==> config.mk <==
export PLATFORM = sky130hd
export DESIGN_NAME = tmcp_parser
export DESIGN_NICKNAME = d
export VERILOG_FILES = /design/src/core/tmcp_pkg.sv /design/src/core/tmcp_parser.sv
export SDC_FILE = /design/constraint.sdc
export NUM_CORES = 2
export LEC_CHECK = 0
export BUFFER_PORTS_ARGS = -buffer_cell sky130_fd_sc_hd__buf_4
export CAP_MARGIN = 20
export CELL_PAD_IN_SITES_DETAIL_PLACEMENT = 1
export CELL_PAD_IN_SITES_GLOBAL_PLACEMENT = 2
export CORE_MARGIN = 5
export CORE_UTILIZATION = 39
export CTS_CLUSTER_DIAMETER = 50
export DETAILED_ROUTE_END_ITERATION = 10
export HOLD_SLACK_MARGIN = 0.08
export PLACE_DENSITY = 0.67
export SLEW_MARGIN = 15
export SYNTH_ARGS = -nofsm -noshare
export SYNTH_HDL_FRONTEND = slang
export SYNTH_SLANG_ARGS = --single-unit
==> constraint.sdc <==
create_clock -name i_clk -period 13.3 [get_ports i_clk]
set_clock_uncertainty 0.2 [all_clocks]
set_input_delay 3.325 -clock i_clk [delete_from_list [all_inputs] [get_ports i_clk]]
set_output_delay 3.325 -clock i_clk [all_outputs]
set_load 0.02 [all_outputs]
==> src/core/tmcp_pkg.sv <==
/*
 * Constants, states and carrier types of the temporary-message code parser.
 * Assumes a 25 MHz system clock and characters delivered by on-chip logic.
 */
package tmcp_pkg;
	// timing
	localparam int unsigned CLK_HZ    = 25_000_000;
	localparam int unsigned TICK_MS   = 10;
	localparam int unsigned TICK_CYC  = CLK_HZ / 1000 * TICK_MS;
	localparam int unsigned BUF_DEPTH = 128;
	// introducers and code characters
	localparam logic [7:0] CC_US    = 8'h1f;
	localparam logic [7:0] CC_CARET = 8'h5e;
	localparam logic [7:0] OP_BLINK = 8'h20;
	localparam logic [7:0] OP_TIME  = 8'h21;
	localparam logic [7:0] OP_TMR   = 8'h22;
	localparam logic [7:0] OP_PIN   = 8'h23;
	localparam logic [7:0] OP_MTO   = 8'h24;
	localparam logic [7:0] OP_PTO   = 8'h25;
	localparam logic [7:0] OP_BLK   = 8'h26;
	localparam logic [7:0] OP_CHR   = 8'h27;
	localparam logic [7:0] OP_TERM  = 8'h28;
	localparam logic [7:0] OP_EOB   = 8'h29;
	localparam logic [7:0] OP_EOL   = 8'h2b;
	localparam logic [7:0] EXT_OFS  = 8'h50;
	localparam logic [7:0] EXT_LO   = 8'h80;
	localparam logic [7:0] EXT_HI   = 8'hb8;
	localparam logic [7:0] CH_0     = 8'h30;
	localparam logic [7:0] CH_9     = 8'h39;
	localparam logic [7:0] CH_ON    = 8'h4e;
	localparam logic [7:0] CH_UP    = 8'h55;
	localparam logic [7:0] CH_CLR   = 8'h56;
	// time-out coding
	localparam logic [9:0]  MTO_MS     = 10'h080;
	localparam logic [9:0]  MTO_MIN    = 10'h040;
	localparam logic [9:0]  MTO_NONE   = 10'h0ff;
	localparam logic [19:0] TK_PER_S   = 20'h00064;
	localparam logic [19:0] TK_PER_MIN = 20'h01770;
	localparam logic [5:0]  PTO_MAX    = 6'h3f;
	// year window
	localparam logic [7:0]  YR_PIVOT = 8'h50;
	localparam logic [11:0] YR_1900  = 12'h76c;
	localparam logic [11:0] YR_2000  = 12'h7d0;
	// field lengths
	localparam logic [4:0] NUM_DIG  = 5'h03;
	localparam logic [4:0] TIME_DIG = 5'h10;
	localparam logic [4:0] TMR_DIG  = 5'h0a;
	localparam logic [4:0] FLAG_CNT = 5'h03;
	// scroll modes
	localparam logic [1:0] SCR_NONE = 2'h0;
	localparam logic [1:0] SCR_BLK  = 2'h1;
	localparam logic [1:0] SCR_CHR  = 2'h2;

	typedef enum logic [2:0] {ST_RX = 3'b000, ST_SCAN = 3'b001, ST_PIN = 3'b010,
		ST_SCRL = 3'b011, ST_SHOW = 3'b100} tmcp_state_t;
	typedef enum logic [2:0] {PC_TEXT = 3'b000, PC_CODE = 3'b001, PC_NUM = 3'b010,
		PC_FLAG = 3'b011, PC_DIG = 3'b100, PC_FMT = 3'b101, PC_FCODE = 3'b110} tmcp_ctx_t;
	typedef enum logic [1:0] {TK_TEXT = 2'h0, TK_EOB = 2'h1, TK_FTIME = 2'h2,
		TK_FTMR = 2'h3} tmcp_kind_t;

	typedef struct packed {
		tmcp_kind_t kind;
		logic       line;
		logic       blink;
		logic [7:0] ch;
	} tmcp_txt_t;
	typedef struct packed {
		logic unlock;
		logic on;
		logic off;
		logic toggle;
		logic lock;
		logic halt;
		logic run_def;
		logic run_msg;
	} tmcp_pin_act_t;
	typedef struct packed {
		logic          act_valid;
		tmcp_pin_act_t act;
		logic          to_valid;
		logic [5:0]    to_sec;
	} tmcp_pin_t;
	typedef struct packed {
		logic [7:0]  hund;
		logic [7:0]  sec;
		logic [7:0]  min;
		logic [7:0]  hour;
		logic [7:0]  wday;
		logic [7:0]  mday;
		logic [7:0]  month;
		logic [11:0] year;
		logic        fmt;
	} tmcp_clk_t;
	typedef struct packed {
		logic [9:0] num;
		logic       on;
		logic       up;
		logic       clr_ovf;
		logic [7:0] hund;
		logic [7:0] sec;
		logic [7:0] min;
		logic [7:0] hr_hi;
		logic [7:0] hr_lo;
		logic       fmt;
	} tmcp_tmr_t;
endpackage

==> src/core/tmcp_parser.sv <==
/*
 * Temporary-message control-code parser: buffers one string, walks it twice
 * after the terminator, emits text, pin, clock, timer, scroll and show events
 * in order, and runs the message time-out.
 * Assumes a same-clock character source that honours o_rx_ready, and a
 * display, clock and timer block downstream that take one-cycle pulses.
 */
module tmcp_parser #(
	parameter int unsigned DEPTH    = tmcp_pkg::BUF_DEPTH,
	parameter int unsigned TICK_CYC = tmcp_pkg::TICK_CYC
) (
	// clock and reset
	input  wire logic                i_clk,
	input  wire logic                i_nrst,
	// received characters
	input  wire logic                i_rx_valid,
	input  wire logic [7:0]          i_rx_char,
	output logic                     o_rx_ready,
	// configuration and display requests
	input  wire logic [7:0]          i_term,
	input  wire logic                i_msg_cancel,
	input  wire logic                i_disp_req,
	// decoded events
	output logic                     o_txt_valid,
	output tmcp_pkg::tmcp_txt_t      o_txt,
	output logic                     o_pin_valid,
	output tmcp_pkg::tmcp_pin_t      o_pin,
	output logic                     o_clk_valid,
	output tmcp_pkg::tmcp_clk_t      o_clk,
	output logic                     o_tmr_valid,
	output tmcp_pkg::tmcp_tmr_t      o_tmr,
	output logic                     o_scrl_valid,
	output logic [3:0]               o_scrl,
	output logic                     o_show,
	// message state
	output logic                     o_msg_active,
	output logic                     o_msg_expire
);
	localparam int AW = $clog2(DEPTH);
	localparam int DW = $clog2(TICK_CYC);

	////////////////////////////////////////////////////////////////////////////
	// reset release
	logic [1:0] rst_q;
	logic       rst_n;

	always_ff @(posedge i_clk or negedge i_nrst) begin
		if (!i_nrst) begin
			rst_q <= 2'h0;
		end else begin
			rst_q <= {rst_q[0], 1'b1};
		end
	end
	assign rst_n = rst_q[1];

	////////////////////////////////////////////////////////////////////////////
	// string buffer and parser
	logic [7:0]            mem_q [DEPTH];
	logic                  we;
	tmcp_pkg::tmcp_state_t st_q, st_d;
	tmcp_pkg::tmcp_ctx_t   pc_q, pc_d;
	logic                  pass_q, pass_d;
	logic [AW:0]           wr_q, wr_d, rd_q, rd_d;
	logic [7:0]            op_q, op_d;
	logic [4:0]            cnt_q, cnt_d;
	logic [9:0]            acc_q, acc_d;
	logic [63:0]           bcd_q, bcd_d;
	logic [2:0]            flg_q, flg_d;
	logic                  fmt_q, fmt_d, blink_q, blink_d, line_q, line_d;
	logic [9:0]            mto_q, mto_d;
	tmcp_pkg::tmcp_pin_t   pinc_q, pinc_d;
	logic [3:0]            scr_q, scr_d;
	logic                  txv_q, txv_d, pnv_q, pnv_d, ckv_q, ckv_d;
	logic                  tmv_q, tmv_d, scv_q, scv_d, show_q, show_d;
	tmcp_pkg::tmcp_txt_t   txt_q, txt_d;
	tmcp_pkg::tmcp_clk_t   clk_q, clk_d;
	tmcp_pkg::tmcp_tmr_t   tmr_q, tmr_d;
	logic [7:0]            c, yy;
	logic                  intro, is_dig;

	assign c      = mem_q[rd_q[AW-1:0]];
	assign intro  = (c == tmcp_pkg::CC_US) || (c == tmcp_pkg::CC_CARET);
	assign is_dig = (c >= tmcp_pkg::CH_0) && (c <= tmcp_pkg::CH_9);
	assign yy     = {4'h0, bcd_q[7:4]} * 8'h0a + {4'h0, bcd_q[3:0]};

	// next-state of the buffer and parser
	always_comb begin
		st_d = st_q;
		pc_d = pc_q;
		pass_d = pass_q;
		wr_d = wr_q;
		rd_d = rd_q;
		op_d = op_q;
		cnt_d = cnt_q;
		acc_d = acc_q;
		bcd_d = bcd_q;
		flg_d = flg_q;
		fmt_d = fmt_q;
		blink_d = blink_q;
		line_d = line_q;
		mto_d = mto_q;
		pinc_d = pinc_q;
		scr_d = scr_q;
		txt_d = txt_q;
		clk_d = clk_q;
		tmr_d = tmr_q;
		txv_d = 1'b0;
		pnv_d = 1'b0;
		ckv_d = 1'b0;
		tmv_d = 1'b0;
		scv_d = 1'b0;
		show_d = 1'b0;
		we = 1'b0;
		txt_d.line = line_q;
		txt_d.blink = blink_q;
		case (st_q)
			tmcp_pkg::ST_RX: begin
				if (i_rx_valid && (i_rx_char == i_term)) begin
					st_d = tmcp_pkg::ST_SCAN;
					pass_d = 1'b0;
					rd_d = '0;
					pc_d = tmcp_pkg::PC_TEXT;
					blink_d = 1'b0;
					line_d = 1'b0;
					mto_d = tmcp_pkg::MTO_NONE;
					pinc_d = '0;
					scr_d = {tmcp_pkg::SCR_NONE, tmcp_pkg::SCR_NONE};
				end else if (i_rx_valid && (wr_q < (AW+1)'(DEPTH))) begin
					we = 1'b1;
					wr_d = wr_q + 1'b1;
				end
			end
			tmcp_pkg::ST_SCAN: begin
				if (rd_q == wr_q) begin
					st_d = pass_q ? tmcp_pkg::ST_SCRL : tmcp_pkg::ST_PIN;
				end else begin
					rd_d = rd_q + 1'b1;
					case (pc_q)
						tmcp_pkg::PC_TEXT: begin
							if (intro) begin
								pc_d = tmcp_pkg::PC_CODE;
							end else begin
								txt_d.kind = tmcp_pkg::TK_TEXT;
								txt_d.ch = c;
								txv_d = !pass_q;
							end
						end
						tmcp_pkg::PC_CODE: begin
							pc_d = tmcp_pkg::PC_TEXT;
							acc_d = '0;
							op_d = c;
							cnt_d = tmcp_pkg::NUM_DIG;
							case (c)
								tmcp_pkg::OP_BLINK: blink_d = !blink_q;
								tmcp_pkg::OP_TIME: begin
									cnt_d = tmcp_pkg::TIME_DIG;
									pc_d = tmcp_pkg::PC_DIG;
								end
								tmcp_pkg::OP_TMR, tmcp_pkg::OP_PIN, tmcp_pkg::OP_MTO,
								tmcp_pkg::OP_PTO: pc_d = tmcp_pkg::PC_NUM;
								tmcp_pkg::OP_BLK: begin
									if (line_q) scr_d[3:2] = tmcp_pkg::SCR_BLK;
									else scr_d[1:0] = tmcp_pkg::SCR_BLK;
								end
								tmcp_pkg::OP_CHR: begin
									if (line_q) scr_d[3:2] = tmcp_pkg::SCR_CHR;
									else scr_d[1:0] = tmcp_pkg::SCR_CHR;
								end
								tmcp_pkg::OP_TERM: begin
									txt_d.kind = tmcp_pkg::TK_TEXT;
									txt_d.ch = i_term;
									txv_d = !pass_q;
								end
								tmcp_pkg::OP_EOB: begin
									txt_d.kind = tmcp_pkg::TK_EOB;
									txt_d.ch = c;
									txv_d = !pass_q;
								end
								tmcp_pkg::OP_EOL: begin
									line_d = 1'b1;
									txt_d.line = 1'b1;
								end
								default: begin
									// seven-bit form of an extended character
									if (c + tmcp_pkg::EXT_OFS >= tmcp_pkg::EXT_LO &&
										c + tmcp_pkg::EXT_OFS <= tmcp_pkg::EXT_HI &&
										c < tmcp_pkg::EXT_LO) begin
										txt_d.kind = tmcp_pkg::TK_TEXT;
										txt_d.ch = c + tmcp_pkg::EXT_OFS;
										txv_d = !pass_q;
									end
									// any other code is dropped
								end
							endcase
						end
						tmcp_pkg::PC_NUM: begin
							if (!is_dig) begin
								pc_d = tmcp_pkg::PC_TEXT; // malformed value skipped
							end else begin
								acc_d = 10'(acc_q * 10'h00a + {6'h00, c[3:0]});
								cnt_d = cnt_q - 1'b1;
								if (cnt_q == 5'h01) begin
									pc_d = tmcp_pkg::PC_TEXT;
									case (op_q)
										tmcp_pkg::OP_MTO: mto_d = acc_d;
										tmcp_pkg::OP_PIN: begin
											pinc_d.act_valid = 1'b1;
											pinc_d.act = acc_d[7:0];
										end
										tmcp_pkg::OP_PTO: begin
											pinc_d.to_valid = 1'b1;
											pinc_d.to_sec = (acc_d > 10'(tmcp_pkg::PTO_MAX)) ?
												tmcp_pkg::PTO_MAX : acc_d[5:0];
										end
										default: begin // timer number
											tmr_d.num = acc_d;
											cnt_d = tmcp_pkg::FLAG_CNT;
											pc_d = tmcp_pkg::PC_FLAG;
										end
									endcase
								end
							end
						end
						tmcp_pkg::PC_FLAG: begin
							flg_d = {flg_q[1:0], 1'b0};
							flg_d[0] = (cnt_q == 5'h03) ? (c == tmcp_pkg::CH_ON) :
								(cnt_q == 5'h02) ? (c == tmcp_pkg::CH_UP) :
								(c == tmcp_pkg::CH_CLR);
							cnt_d = cnt_q - 1'b1;
							if (cnt_q == 5'h01) begin
								cnt_d = tmcp_pkg::TMR_DIG;
								pc_d = tmcp_pkg::PC_DIG;
							end
						end
						tmcp_pkg::PC_DIG: begin
							if (!is_dig) begin
								pc_d = tmcp_pkg::PC_TEXT;
							end else begin
								bcd_d = {bcd_q[59:0], c[3:0]};
								cnt_d = cnt_q - 1'b1;
								if (cnt_q == 5'h01) begin
									fmt_d = 1'b0;
									pc_d = tmcp_pkg::PC_FMT;
								end
							end
						end
						tmcp_pkg::PC_FMT: begin
							if (intro) begin
								pc_d = tmcp_pkg::PC_FCODE;
							end else begin
								// format text marks where the value is shown
								fmt_d = 1'b1;
								txt_d.kind = (op_q == tmcp_pkg::OP_TIME) ?
									tmcp_pkg::TK_FTIME : tmcp_pkg::TK_FTMR;
								txt_d.ch = c;
								txv_d = !pass_q;
							end
						end
						tmcp_pkg::PC_FCODE: begin
							pc_d = tmcp_pkg::PC_FMT;
							if (c == op_q && op_q == tmcp_pkg::OP_TIME) begin
								pc_d = tmcp_pkg::PC_TEXT;
								clk_d.hund = bcd_q[63:56];
								clk_d.sec = bcd_q[55:48];
								clk_d.min = bcd_q[47:40];
								clk_d.hour = bcd_q[39:32];
								clk_d.wday = bcd_q[31:24];
								clk_d.mday = bcd_q[23:16];
								clk_d.month = bcd_q[15:8];
								clk_d.year = (yy >= tmcp_pkg::YR_PIVOT) ?
									tmcp_pkg::YR_1900 + {4'h0, yy} :
									tmcp_pkg::YR_2000 + {4'h0, yy};
								clk_d.fmt = fmt_q;
								ckv_d = pass_q;
							end else if (c == op_q) begin
								pc_d = tmcp_pkg::PC_TEXT;
								{tmr_d.on, tmr_d.up, tmr_d.clr_ovf} = flg_q;
								tmr_d.hund = bcd_q[39:32];
								tmr_d.sec = bcd_q[31:24];
								tmr_d.min = bcd_q[23:16];
								tmr_d.hr_hi = bcd_q[15:8];
								tmr_d.hr_lo = bcd_q[7:0];
								tmr_d.fmt = fmt_q;
								tmv_d = pass_q;
							end
						end
						default: pc_d = tmcp_pkg::PC_TEXT;
					endcase
				end
			end
			tmcp_pkg::ST_PIN: begin
				// pin first, then a second walk for clock and timer loads
				pnv_d = pinc_q.act_valid || pinc_q.to_valid;
				pass_d = 1'b1;
				rd_d = '0;
				pc_d = tmcp_pkg::PC_TEXT;
				blink_d = 1'b0;
				line_d = 1'b0;
				st_d = tmcp_pkg::ST_SCAN;
			end
			tmcp_pkg::ST_SCRL: begin
				scv_d = 1'b1;
				st_d = tmcp_pkg::ST_SHOW;
			end
			tmcp_pkg::ST_SHOW: begin
				show_d = 1'b1;
				wr_d = '0;
				st_d = tmcp_pkg::ST_RX;
			end
			default: st_d = tmcp_pkg::ST_RX;
		endcase
	end

	// buffer write, no reset needed on storage
	always_ff @(posedge i_clk) begin
		if (we) begin
			mem_q[wr_q[AW-1:0]] <= i_rx_char;
		end
	end

	// parser registers
	always_ff @(posedge i_clk or negedge rst_n) begin
		if (!rst_n) begin
			st_q <= tmcp_pkg::ST_RX;
			pc_q <= tmcp_pkg::PC_TEXT;
			pass_q <= 1'b0;
			wr_q <= '0;
			rd_q <= '0;
			op_q <= 8'h00;
			cnt_q <= 5'h00;
			acc_q <= 10'h000;
			bcd_q <= 64'h0;
			flg_q <= 3'h0;
			fmt_q <= 1'b0;
			blink_q <= 1'b0;
			line_q <= 1'b0;
			mto_q <= tmcp_pkg::MTO_NONE;
			pinc_q <= '0;
			scr_q <= 4'h0;
			txt_q <= '0;
			clk_q <= '0;
			tmr_q <= '0;
			txv_q <= 1'b0;
			pnv_q <= 1'b0;
			ckv_q <= 1'b0;
			tmv_q <= 1'b0;
			scv_q <= 1'b0;
			show_q <= 1'b0;
		end else begin
			st_q <= st_d;
			pc_q <= pc_d;
			pass_q <= pass_d;
			wr_q <= wr_d;
			rd_q <= rd_d;
			op_q <= op_d;
			cnt_q <= cnt_d;
			acc_q <= acc_d;
			bcd_q <= bcd_d;
			flg_q <= flg_d;
			fmt_q <= fmt_d;
			blink_q <= blink_d;
			line_q <= line_d;
			mto_q <= mto_d;
			pinc_q <= pinc_d;
			scr_q <= scr_d;
			txt_q <= txt_d;
			clk_q <= clk_d;
			tmr_q <= tmr_d;
			txv_q <= txv_d;
			pnv_q <= pnv_d;
			ckv_q <= ckv_d;
			tmv_q <= tmv_d;
			scv_q <= scv_d;
			show_q <= show_d;
		end
	end

	////////////////////////////////////////////////////////////////////////////
	// message time-out
	logic [DW-1:0] div_q, div_d;
	logic [19:0]   left_q, left_d, load;
	logic          act_q, act_d, inf_q, inf_d, exp_q, exp_d, tick;

	assign tick = (div_q == DW'(TICK_CYC - 1));

	// decode the time-out value into 10 ms ticks
	always_comb begin
		if (mto_q >= tmcp_pkg::MTO_MS) begin
			load = 20'(mto_q - tmcp_pkg::MTO_MS);
		end else if (mto_q >= tmcp_pkg::MTO_MIN) begin
			load = 20'(mto_q - tmcp_pkg::MTO_MIN) * tmcp_pkg::TK_PER_MIN;
		end else begin
			load = 20'(mto_q) * tmcp_pkg::TK_PER_S;
		end
	end

	// run, expire and cancel the displayed message
	always_comb begin
		div_d = tick ? '0 : div_q + 1'b1;
		act_d = act_q;
		inf_d = inf_q;
		left_d = left_q;
		exp_d = 1'b0;
		if (show_q) begin
			div_d = '0; // restart the tick phase so the whole interval runs
			act_d = 1'b1;
			inf_d = (mto_q >= tmcp_pkg::MTO_NONE);
			left_d = load;
		end else if (i_msg_cancel || i_disp_req) begin
			act_d = 1'b0;
		end else if (act_q && !inf_q) begin
			if (left_q == 20'h0) begin
				act_d = 1'b0;
				exp_d = 1'b1;
			end else if (tick) begin
				left_d = left_q - 1'b1;
			end
		end
	end

	// time-out registers
	always_ff @(posedge i_clk or negedge rst_n) begin
		if (!rst_n) begin
			div_q <= '0;
			left_q <= 20'h0;
			act_q <= 1'b0;
			inf_q <= 1'b0;
			exp_q <= 1'b0;
		end else begin
			div_q <= div_d;
			left_q <= left_d;
			act_q <= act_d;
			inf_q <= inf_d;
			exp_q <= exp_d;
		end
	end

	////////////////////////////////////////////////////////////////////////////
	// outputs
	assign o_rx_ready = (st_q == tmcp_pkg::ST_RX);
	assign o_txt_valid = txv_q;
	assign o_txt = txt_q;
	assign o_pin_valid = pnv_q;
	assign o_pin = pinc_q;
	assign o_clk_valid = ckv_q;
	assign o_clk = clk_q;
	assign o_tmr_valid = tmv_q;
	assign o_tmr = tmr_q;
	assign o_scrl_valid = scv_q;
	assign o_scrl = scr_q;
	assign o_show = show_q;
	assign o_msg_active = act_q;
	assign o_msg_expire = exp_q;
endmodule

==> out/metrics.cfg <==
[power]
ir_drop_uv=375
p_leak_nw=24.7
powerDensity_nw_per_um2=235

[sta]
worstMarginPinSlew_ps=1170
drv_slew=0
relSlewSlack_pct=22.1
max_freq_mhz=135
setup-tns-final_ps=0
min_period_ps=7400
finalHoldViolations=0
rsz0062_at_grt=no
finalCritPeriodShare_pct=55.6
setup_violations=0

[routing]
drcViolationCount=0
vias_per_cell=5.53
drtAntennaViolNets=0
num_vias=33400
dr.pass1.iters=5
drt_iter0_drc=2785
wirelength_microns=171000
wl_per_cell_microns=28.2

[global_route]
met1_usage_pct=30.8
grt_overflow=0
globalRouteMet2Util_pct=33.6
grt_util_all_layers_pct=21.5
antenna_found_initial=9
grt_pass1_wl_microns=248000
grt_pass1_vias=34400
grt_max_degree=137
busiest_layer=met2
met3_usage_pct=4.77

[synthesis]
synth_top_area_cell=edfxtp_1
yosysWarningCount=0
syn_nets=3848
yosys-top-cells-area=edfxtp_1 53%, dfrtp_1 14%, mux4_2 7.7%
synth.avg_cell_area_sq_um=16.0
synth_top_area_share_pct=52.5
async_reset_ff_share_pct=24.3
synthFlopType=edfxtp_1
synth_edf_count=1024
ys_ff_latch=1353
ys_seq_area_share_pct=66.6
synthDistinctLibCells=96
syn_inst=3658
netlist_area_sq_um=58500

[run_status]
status=finished, final reports clean

[clock_network]
cts_setup_buffers=0
cts.path.max_buffers=3
cts_buffers=161
cts.reportedPaths.clkPinSlew_ps=60
worstSkewPairLatency_ps=800
cts-root-buf=clkbuf_16
clkSinkCount=1353
cts_hold_buf=0
htreeDepth=4
cts_resized=0
cts_tree=done

[setup_path]
critical_path.startpoint=rd_q[1]
r2r-start=rd_q[1]
cpPeakStageDelay_ps=840
cp_top_family=buffers and inverters
cp.required_ps=13760
cpMaxStageDelayCell=dfrtp_4
path_buf_inv=4
worst-setup-path-type=register to register
worst-path-max-fanout=50
startpoint_type=register
crit_chain=buf_4 > buf_4 > buf_4 > mux4_2 > nand2_1 > and3_1 > a21oi_1 > a22o_1 > nor2_2 > inv_1 > ha_1 > a21o_1 > a21oi_1 > nor3b_1 > xnor2_1 > and4_1 > a21oi_1 > mux2_2
cp-end-kind=register
cp.arrival_ps=7850

[layout]
area_growth_syn_to_layout_pct=15.2
layout.cells.non_filler=6042
fin_nets=4087
regArea_sq_um=39000
multi_input_area_sq_um=18100
nFillCells=14500
antennaDiodeCount=0
layout-drive-gt1-share_pct=23.5

[placement]
dpl.hpwl_microns=110000
dp.cells=5749
place.port_buffers=184
gp_congestion=0.800

[floorplanning]
rows=142
die_h_microns=397
die_width_microns=397
start_util_pct=39.2
design.core.area_sq_um=149000
ioPinCount=185
dieArea_sq_um=158000

[hold_path]
hp-class=register to register
hp-start=rst_q[0]

[run]
cap_violations=0

==> worst paths after layout <==
kind                             end  slack, ps  depth (start not counted)
setup / recovery            o_pin[3]       5900                         18
hold / removal              rst_q[1]        150                          0
setup reg to reg            o_pin[3]       5900                         18
hold reg to reg             rst_q[1]        150                          0
max in group asynchronous   div_q[1]      10420                          2
min in group asynchronous  o_clk[34]        220                          0
==> cell usage after synthesis, types with 47 or more instances <==
master,number
xnor2_1,60
nor2_1,252
clkbuf_1,71
o21ai_0,98
edfxtp_1,1024
nand2_1,181
buf_2,55
mux2_2,201
inv_1,147
a21oi_1,104
mux4_2,199
dfrtp_1,321
fa_1,47
mux2i_1,129
ha_1,122
==> cells by family after synthesis <==
| group | share of synthesized area (%) |
|---|---|
| AND/OR/NAND/NOR | 5.24 |
| other | 0.00641 |
| AO/OA/AOI/OAI | 5.93 |
| XOR/XNOR | 1.56 |
| buffers and inverters | 2.50 |
| multiplexers | 13.9 |
| flip-flops | 66.6 |
| adder cells (fa/ha/maj) | 4.22 |
==> layout make-up <==
type,count,area share [%]
flip-flops and latches,1353,57.9
multi-input cells,1981,26.9
clock buffers,197,6.27
well taps,2016,3.74
repair buffers,250,2.81
clock inverters,95,1.61
inverters,150,0.835
==> routing by layer <==
| layer | vias up | wire length, microns | part of all wire (%) |
|---|---|---|---|
| li1 | 14500 | - | - |
| met1 | 17600 | 75900 | 44 |
| met2 | 1044 | 79100 | 46 |
| met3 | 194 | 12000 | 7.1 |
| met4 | 2 | 3630 | 2.1 |
| met5 | - | 9 | 0.0053 |
==> cells in the final DEF, fill, tap and decap left out, types with 11 or more instances in the layout <==
master / netlist / routed
o31ai_1: 28 / 28
nor2b_1: 28 / 26
a21o_1: 22 / 22
buf_4: 25 / 246
a221oi_1: 16 / 16
nor3_1: 32 / 32
ha_1: 122 / 122
o21ai_0: 98 / 98
edfxtp_1: 1024 / 1024
bufinv_16: 0 / 18
clkinv_1: 3 / 21
o22ai_1: 26 / 26
nand2_1: 181 / 175
xor2_1: 44 / 44
nand2b_1: 19 / 19
clkbuf_1: 71 / 31
clkbuf_16: 0 / 162
a31oi_1: 25 / 25
clkinv_2: 0 / 26
o221ai_1: 16 / 15
nor2_1: 252 / 251
mux2i_1: 129 / 129
a2111oi_0: 12 / 12
a211oi_1: 24 / 24
and2_1: 13 / 13
nand4_1: 14 / 14
nand3_1: 39 / 39
and3_1: 17 / 17
a22o_1: 21 / 21
fa_1: 47 / 47
a21oi_1: 104 / 104
a22oi_1: 19 / 19
xnor2_1: 60 / 60
mux4_2: 199 / 199
o21bai_1: 11 / 11
mux2_2: 201 / 201
dfrtp_1: 321 / 316
inv_1: 147 / 147
==> per-stage QoR <==
| stage | setup slack [ps] | util, % | hold WS (ps) | power (mW) | cell area (sq um) |
|---|---|---|---|---|---|
| 2_1_floorplan | 3270 | - | 131 | 9.48 | 58500 |
| 6_report | 5900 | 45.1 | 150 | 15.9 | 67400 |
| 4_1_cts | 5820 | 45.1 | 153 | 16.2 | 67400 |
| 3_5_place_dp | 5850 | 41.6 | 139 | 11.7 | 62100 |
| 3_3_place_gp | 5860 | 41.6 | 135 | 11.6 | 62100 |
| 5_1_grt | 5470 | 45.1 | 157 | 16.9 | 67400 |
==> flip-flops by register name (all words and copies together), names as in the netlist, 4 cells and up <==
register / flops
mem_q: 1024
o_clk: 69
bcd_q: 64
o_tmr: 54
left_q: 20
div_q: 18
o_pin: 16
o_txt: 12
mto_q: 10
acc_q: 9
op_q: 8
rd_q: 8
wr_q: 8
cnt_q: 5
o_scrl: 4
==> power by group <==
part	internal (mW)	switching, mW	leakage (nW)
Sequential	4.60	0.144	13.6
Combinational	2.69	4.02	8.52
Clock	2.63	1.79	2.57
Total	9.92	5.95	24.7
No activity file was read; power rests on OpenSTA's default activity.
